--- src/core/mpra_pkg.sv ---
package mpra_pkg;

    // ------------------------------------------------------------
    // Bus and register file geometry
    // ------------------------------------------------------------
    localparam int unsigned BUS_W      = 16;
    localparam int unsigned REG_AW     = 4;
    localparam int unsigned REG_COUNT  = 16;
    localparam logic [15:0] REG_RESET  = 16'h0000;

    // Command byte encodings on bus bits 0-7
    localparam logic [7:0]  CMD_SENSE  = 8'h01;
    localparam logic [7:0]  CMD_LOAD   = 8'h02;

    // Cycles a load's data phase waits after the latch strobe rises
    localparam logic [1:0]  SETTLE_CYC = 2'h1;

    // ------------------------------------------------------------
    // Types
    // ------------------------------------------------------------
    typedef enum logic [2:0] {
        MPRA_IDLE   = 3'b000,
        MPRA_CMD    = 3'b001,
        MPRA_READ   = 3'b010,
        MPRA_DRIVE  = 3'b011,
        MPRA_WCAP   = 3'b100,
        MPRA_ACK    = 3'b101
    } mpra_state_t;

    typedef struct packed {
        logic        latch_n;
        logic        func_n;
        logic [15:0] data;
    } mpra_bus_in_t;

    typedef struct packed {
        logic        ack_n;
        logic        oe;
        logic [15:0] data;
    } mpra_bus_out_t;

    typedef struct packed {
        logic              we;
        logic [REG_AW-1:0] addr;
        logic [15:0]       wdata;
    } mpra_wr_t;

endpackage : mpra_pkg

--- src/core/mpra_regfile.sv ---
`timescale 1ns/1ps
`default_nettype none
module mpra_regfile
    import mpra_pkg::*;
(
    input  wire logic              clk_sys_in,
    input  wire logic              rst_in,
    input  wire mpra_wr_t          wr_in,
    input  wire logic [REG_AW-1:0] raddr_in,
    output var  logic [15:0]       rdata_out
);
    // ------------------------------------------------------------
    // Main processor registers
    // ------------------------------------------------------------
    logic [15:0] regs_r [REG_COUNT];

    always_ff @(posedge clk_sys_in or posedge rst_in) begin
        if (rst_in) begin
            for (int i = 0; i < REG_COUNT; i++) begin
                regs_r[i] <= REG_RESET;
            end
        end else if (wr_in.we) begin
            regs_r[wr_in.addr] <= wr_in.wdata;
        end
    end

    // Registered read keeps the sense path a clean one-cycle access
    always_ff @(posedge clk_sys_in or posedge rst_in) begin
        if (rst_in) begin
            rdata_out <= REG_RESET;
        end else begin
            rdata_out <= regs_r[raddr_in];
        end
    end
endmodule : mpra_regfile
`default_nettype wire

--- src/core/mpra_port.sv ---
`timescale 1ns/1ps
`default_nettype none
module mpra_port
    import mpra_pkg::*;
(
    input  wire logic          clk_sys_in,
    input  wire logic          rst_in,
    input  wire mpra_bus_in_t  bus_in,
    output var  mpra_bus_out_t bus_out,
    output var  logic [7:0]    command_out,
    output var  logic [7:0]    command_qualifier_byte_out,
    output var  logic          busy_out
);
    // ------------------------------------------------------------
    // State
    // ------------------------------------------------------------
    typedef struct packed {
        mpra_state_t       st;
        logic [7:0]        cmd;
        logic [7:0]        qual;
        logic [REG_AW-1:0] addr;
        logic [15:0]       data;
        logic [1:0]        wait_cnt;
        logic              ack_n;
        logic              oe;
        logic              we;
    } mpra_ctl_t;

    mpra_ctl_t   s_r;
    mpra_ctl_t   s_nxt;
    logic [15:0] rd_data;
    mpra_wr_t    wr;

    mpra_regfile u_regs (
        .clk_sys_in (clk_sys_in),
        .rst_in     (rst_in),
        .wr_in      (wr),
        // Next address feeds the read so the data is ready when READ sees the strobe rise
        .raddr_in   (s_nxt.addr),
        .rdata_out  (rd_data)
    );

    // ------------------------------------------------------------
    // Handshake sequencer
    // ------------------------------------------------------------
    always_comb begin
        s_nxt    = s_r;
        s_nxt.we = 1'b0;
        unique case (s_r.st)
            MPRA_IDLE: begin
                s_nxt.ack_n = 1'b1;
                s_nxt.oe    = 1'b0;
                if (!bus_in.latch_n) begin
                    s_nxt.cmd  = bus_in.data[7:0];
                    s_nxt.qual = bus_in.data[15:8];
                    s_nxt.st   = MPRA_CMD;
                end
            end
            MPRA_CMD: begin
                if (!bus_in.func_n) begin
                    s_nxt.addr     = bus_in.data[REG_AW-1:0];
                    s_nxt.wait_cnt = SETTLE_CYC;
                    s_nxt.st       = (s_r.cmd == CMD_LOAD) ? MPRA_WCAP : MPRA_READ;
                end else if (bus_in.latch_n) begin
                    // Strobe rose without an access: abandon quietly
                    s_nxt.st = MPRA_IDLE;
                end else begin
                    s_nxt.cmd  = bus_in.data[7:0];
                    s_nxt.qual = bus_in.data[15:8];
                end
            end
            MPRA_READ: begin
                // Wait for the latch strobe to rise so the bus is free to drive
                if (bus_in.latch_n) begin
                    s_nxt.data = rd_data;
                    s_nxt.oe   = 1'b1;
                    s_nxt.st   = MPRA_DRIVE;
                end
            end
            MPRA_DRIVE: begin
                s_nxt.ack_n = 1'b0;
                s_nxt.st    = MPRA_ACK;
            end
            MPRA_WCAP: begin
                // One settle cycle after the strobe rises lets write data land
                if (bus_in.latch_n) begin
                    if (s_r.wait_cnt != 2'h0) begin
                        s_nxt.wait_cnt = s_r.wait_cnt - 2'h1;
                    end else begin
                        s_nxt.data  = bus_in.data;
                        s_nxt.ack_n = 1'b0;
                        s_nxt.we    = 1'b1;
                        s_nxt.st    = MPRA_ACK;
                    end
                end
            end
            MPRA_ACK: begin
                if (bus_in.func_n) begin
                    s_nxt.ack_n = 1'b1;
                    s_nxt.oe    = 1'b0;
                    s_nxt.st    = MPRA_IDLE;
                end
            end
            default: begin
                s_nxt.st    = MPRA_IDLE;
                s_nxt.ack_n = 1'b1;
                s_nxt.oe    = 1'b0;
            end
        endcase
    end

    always_ff @(posedge clk_sys_in or posedge rst_in) begin
        if (rst_in) begin
            s_r <= '{st: MPRA_IDLE, cmd: 8'h00, qual: 8'h00, addr: '0, data: 16'h0000,
                     wait_cnt: 2'h0, ack_n: 1'b1, oe: 1'b0, we: 1'b0};
        end else begin
            s_r <= s_nxt;
        end
    end

    // ------------------------------------------------------------
    // Outputs
    // ------------------------------------------------------------
    // Write lands the cycle after acknowledge asserts
    assign wr      = '{we: s_r.we, addr: s_r.addr, wdata: s_r.data};

    assign bus_out = '{ack_n: s_r.ack_n, oe: s_r.oe, data: s_r.oe ? s_r.data : 16'h0000};
    assign command_out                = s_r.cmd;
    assign command_qualifier_byte_out = s_r.qual;
    assign busy_out                   = (s_r.st != MPRA_IDLE);

    // ------------------------------------------------------------
    // Checks
    // ------------------------------------------------------------
    sense_data_first_a: assert property (@(posedge clk_sys_in) disable iff (rst_in)
        $fell(bus_out.ack_n) && !s_r.we |-> $past(bus_out.oe))
        else $error("Acknowledge before sense data driven");
    ack_hold_a: assert property (@(posedge clk_sys_in) disable iff (rst_in)
        !bus_out.ack_n && !bus_in.func_n |=> !bus_out.ack_n)
        else $error("Acknowledge dropped while request active");
    ack_release_a: assert property (@(posedge clk_sys_in) disable iff (rst_in)
        !bus_out.ack_n && bus_in.func_n |=> bus_out.ack_n && !bus_out.oe)
        else $error("Acknowledge not released after request end");
    load_write_a: assert property (@(posedge clk_sys_in) disable iff (rst_in)
        $fell(bus_out.ack_n) && !bus_out.oe |-> wr.we)
        else $error("Load acknowledged without register write");
    cmd_capture_a: assert property (@(posedge clk_sys_in) disable iff (rst_in)
        s_r.st == MPRA_IDLE && !bus_in.latch_n |=> command_out == $past(bus_in.data[7:0])
        && command_qualifier_byte_out == $past(bus_in.data[15:8]))
        else $error("Command byte not captured");
    addr_capture_a: assert property (@(posedge clk_sys_in) disable iff (rst_in)
        s_r.st == MPRA_CMD && !bus_in.func_n |=> s_r.addr == $past(bus_in.data[REG_AW-1:0]))
        else $error("Register address not captured");
    no_drive_latch_a: assert property (@(posedge clk_sys_in) disable iff (rst_in)
        s_r.st == MPRA_READ && !bus_in.latch_n |=> !bus_out.oe)
        else $error("Bus driven while latch strobe low");
    sense_data_a: assert property (@(posedge clk_sys_in) disable iff (rst_in)
        s_r.st == MPRA_READ && bus_in.latch_n |-> rd_data == u_regs.regs_r[s_r.addr]
        ##1 bus_out.data == $past(rd_data))
        else $error("Sense data differs from register");

    sense_c: cover property (@(posedge clk_sys_in) disable iff (rst_in)
        s_r.st == MPRA_DRIVE ##1 s_r.st == MPRA_ACK);
    load_c: cover property (@(posedge clk_sys_in) disable iff (rst_in) wr.we);
    abandon_c: cover property (@(posedge clk_sys_in) disable iff (rst_in)
        s_r.st == MPRA_CMD && bus_in.latch_n && bus_in.func_n);
endmodule : mpra_port
`default_nettype wire

--- config.mk ---
export PLATFORM = sky130hd
export DESIGN_NAME = mpra_port
export DESIGN_NICKNAME = d
export VERILOG_FILES = /design/src/core/mpra_pkg.sv /design/src/core/mpra_regfile.sv /design/src/core/mpra_port.sv
export SDC_FILE = /design/constraint.sdc
export NUM_CORES = 1
export LEC_CHECK = 0
export BUFFER_PORTS_ARGS = -buffer_cell sky130_fd_sc_hd__buf_2
export CELL_PAD_IN_SITES_DETAIL_PLACEMENT = 1
export CELL_PAD_IN_SITES_GLOBAL_PLACEMENT = 1
export CORE_MARGIN = 1.5
export CORE_UTILIZATION = 50
export CTS_CLUSTER_DIAMETER = 40
export DETAILED_ROUTE_END_ITERATION = 16
export GPL_TIMING_DRIVEN = 1
export PLACE_DENSITY = 0.79
export RECOVER_POWER = 50
export SYNTH_ARGS = -nofsm -noshare
export SYNTH_HDL_FRONTEND = slang
export SYNTH_SLANG_ARGS = --single-unit
--- constraint.sdc ---
create_clock -name clk_sys_in -period 13.4 [get_ports clk_sys_in]
set_input_delay 2.68 -clock clk_sys_in [delete_from_list [all_inputs] [get_ports clk_sys_in]]
set_output_delay 2.68 -clock clk_sys_in [all_outputs]
set_load 0.01 [all_outputs]
==> reports/results.txt <==
status: complete, but fails checks
failing checks: max-capacitance violations, max-slew violations
Critical Path Start Type: primary input
Seq cells post-synth: 316
final core utilization: 0.577
final setup vio count: 0
RSZ-0062 raised after global routing: false
Area growth, synth to finish: 13.0%
max-slew violation count: 207
Post-Syn Instances: 1234
cts bufs inserted: 43
HP Class: reg -> reg
Max-Cap Viols: 8
cts hold-fix bufs: 0
H-tree levels: 2
CP cell instances: buf_2, clkinvlp_2, buf_4
Final Hold Vio Count: 0
All-Layer GR Usage: 0.288
share of cells above drive strength 1: 0.329
IR drop worst, VDD: 0.106 mV
Ports: 55
synthesized area: 14300 um2
core area: 27900 um2
area share of the largest cell type after synthesis: 0.553
Iter 0 DRT Violations: 719
P per Cell Area: 213 nW/um2
fmax: 171 MHz
total negative slack: 0 ps
Synthesis Warnings: 0
Critical Path Max Stage Delay: 2380 ps
Post-Synthesis Net Count: 1255
Critical-path top delay cell: clkinvlp_2
post-DR wirelength/cell: 24.7 um
crit path capture type: asynchronous set/reset pin
initial antenna violation count: 0
routability congestion estimate: 0.741
Die ar.: 29500 um2
final worst setup slack: 7540 ps
Clk Latency, worst-skew pair: 530 ps
clock skew: 16.0 ps
relative slew slack: -1.91
residual DRC count: 0
DRT Pass-1 Iters: 5
Post-CTS Setup Inserts: 0
CP Buf/Inv Count: 3
arrival time worst endpoint: 6380 ps
total grt overflow: 0
area leader, netlist: dfrtp_1
# nets final: 1267
count of input and output buffers: 54
clock root buffer: clkbuf_16
Required @ worst endpoint: 13920 ps
WHS: 505 ps
Worst-path clk slew: 50 ps
total chip power: 3.43 mW
vias in the first global route: 10900
largest net degree at the start of global routing: 96
largest cells by area after synthesis: dfrtp_1 55%, mux2_2 21%, nand2_1 6.1%
post-cts resize count: 0
DP Wirelength: 22400 um
Die Ht: 172 um
WS Path Type: in -> async
first-pass GRT wire length: 63600 um
Avg Synthesized Cell Area: 11.6 um2
Row Count: 61
fin crit share: 0.437
cell family with most CP delay: buffers and inverters
Setup WS pre-CTS: 7350 ps
die width: 172 um
DRT Wirelength: 40800 um
via count: 9967
clock sink total: 316
Yosys cell types: 35
antenna viol nets, final: 0
Antenna Cells: 0
Vias/cell: 6.03
TritonCTS clock tree: yes
Tmin final: 5860 ps
Pleak: 7.53 nW
Initial Util: 0.510
Worst Path Max Fanout: 95
Slew @ Worst Pin: 4340 ps
sequential share of the synthesized area: 0.555
Clock Tree Buf Depth: 3
-- path summary, 6_finish.rpt --
path	startpoint	endpoint	slack, ps	cells after the start
min reg2reg	u_regs.regs_r[157]$_DFFE_PP0P_	u_regs.regs_r[157]$_DFFE_PP0P_	500	1
min	u_regs.regs_r[157]$_DFFE_PP0P_	u_regs.regs_r[157]$_DFFE_PP0P_	500	1
max in group clk_sys_in	bus_in[16]	u_regs.rdata_out[0]$_DFF_PP0_	7750	10
max reg2reg	s_r[42]$_DFFE_PP0P_	u_regs.rdata_out[0]$_DFF_PP0_	9470	9
min in group asynchronous	rst_in	u_regs.regs_r[186]$_DFFE_PP0P_	3430	2
max	rst_in	u_regs.regs_r[33]$_DFFE_PP0P_	7540	3
-- flip-flops by register name, indices dropped and copies added (netlist names) --
register and cells:
s_r 26, u_regs.regs_r 256, bus_out 2, command_out 8
u_regs.rdata_out 16, command_qualifier_byte_out 8
-- synthesized netlist by cell type (all sizes together) --
library cell  count
dfrtp           315
mux2            272
nand2           232
clkbuf           70
nand3            66
nor2             55
a31oi            48
buf              38
mux2i            37
a32oi            32
and2             17
inv               9
a21oi             7
nand2b            5
nor2b             5
o21ai             5
a211oi            3
nand3b            2
nor4              2
nor4b             2
o22ai             2
or3               2
a22o              1
a22oi             1
clkinv            1
dfstp             1
ha                1
nor3b             1
o31a              1
o32ai             1
-- worst reg2reg max path, cell delays in order, from the launching register on --
cell     delay (ps)
dfrtp_1         540
nor4b_4         610
mux2i_4         310
buf_4           560
inv_4           440
buf_4           500
mux2i_1         290
a32oi_1         100
a31oi_1         340
nor2_1          110
-- stage by stage --
stage	std cells	cell area (um2)
2_1_floorplan	1234	14300
3_3_place_gp	1579	14800
3_5_place_dp	1579	14800
4_1_cts	1653	16200
5_1_grt	1653	16100
6_report	1653	16100
-- cell usage in the layout, fill, tap and decap left out, types with 32 or more instances in the layout --
master and n:
dfrtp_1 315, mux2_2 270, nand2_1 232, nand3_1 66, buf_2 52, nor2_1 48
a31oi_1 48, clkbuf_16 43, mux2i_1 35, a32oi_1 32
-- where the power goes --
part	total (mW)	internal, mW	switching (mW)
Combinational	0.954	0.331	0.624
Sequential	1.33	1.11	0.218
Clock	1.14	0.705	0.440
-- cell type report --
class	count	area [um2]
sequential	316	7910
inverter	10	41.3
clock buffer	49	1130
multi-input combinational	800	5870
clock inverter	25	307
tap	378	473
timing repair buffer	75	384
fill	2903	11800
-- cells by family (layout without fill, tap and decap cells) --
kind of cell,after synthesis,after routing,synth area share
simple gates,389,389,0.117
fa+ha+maj,1,1,0.000877
mux,309,309,0.241
buf+inv,118,159,0.0373
compound gates,101,101,0.0498
flops,316,316,0.555
-- routing by layer --
layer | track usage | part of all wire | vias to the layer above | wire length (um)
met5 | 0 | 0 | - | 0
met4 | 0.114 | 0.035 | 0 | 1410
met3 | 0.0508 | 0.056 | 106 | 2300
met2 | 0.488 | 0.48 | 316 | 19800
met1 | 0.369 | 0.43 | 5241 | 17400
li1 | - | - | 4304 | -
Note: power is estimated with default switching activity, not from simulation.
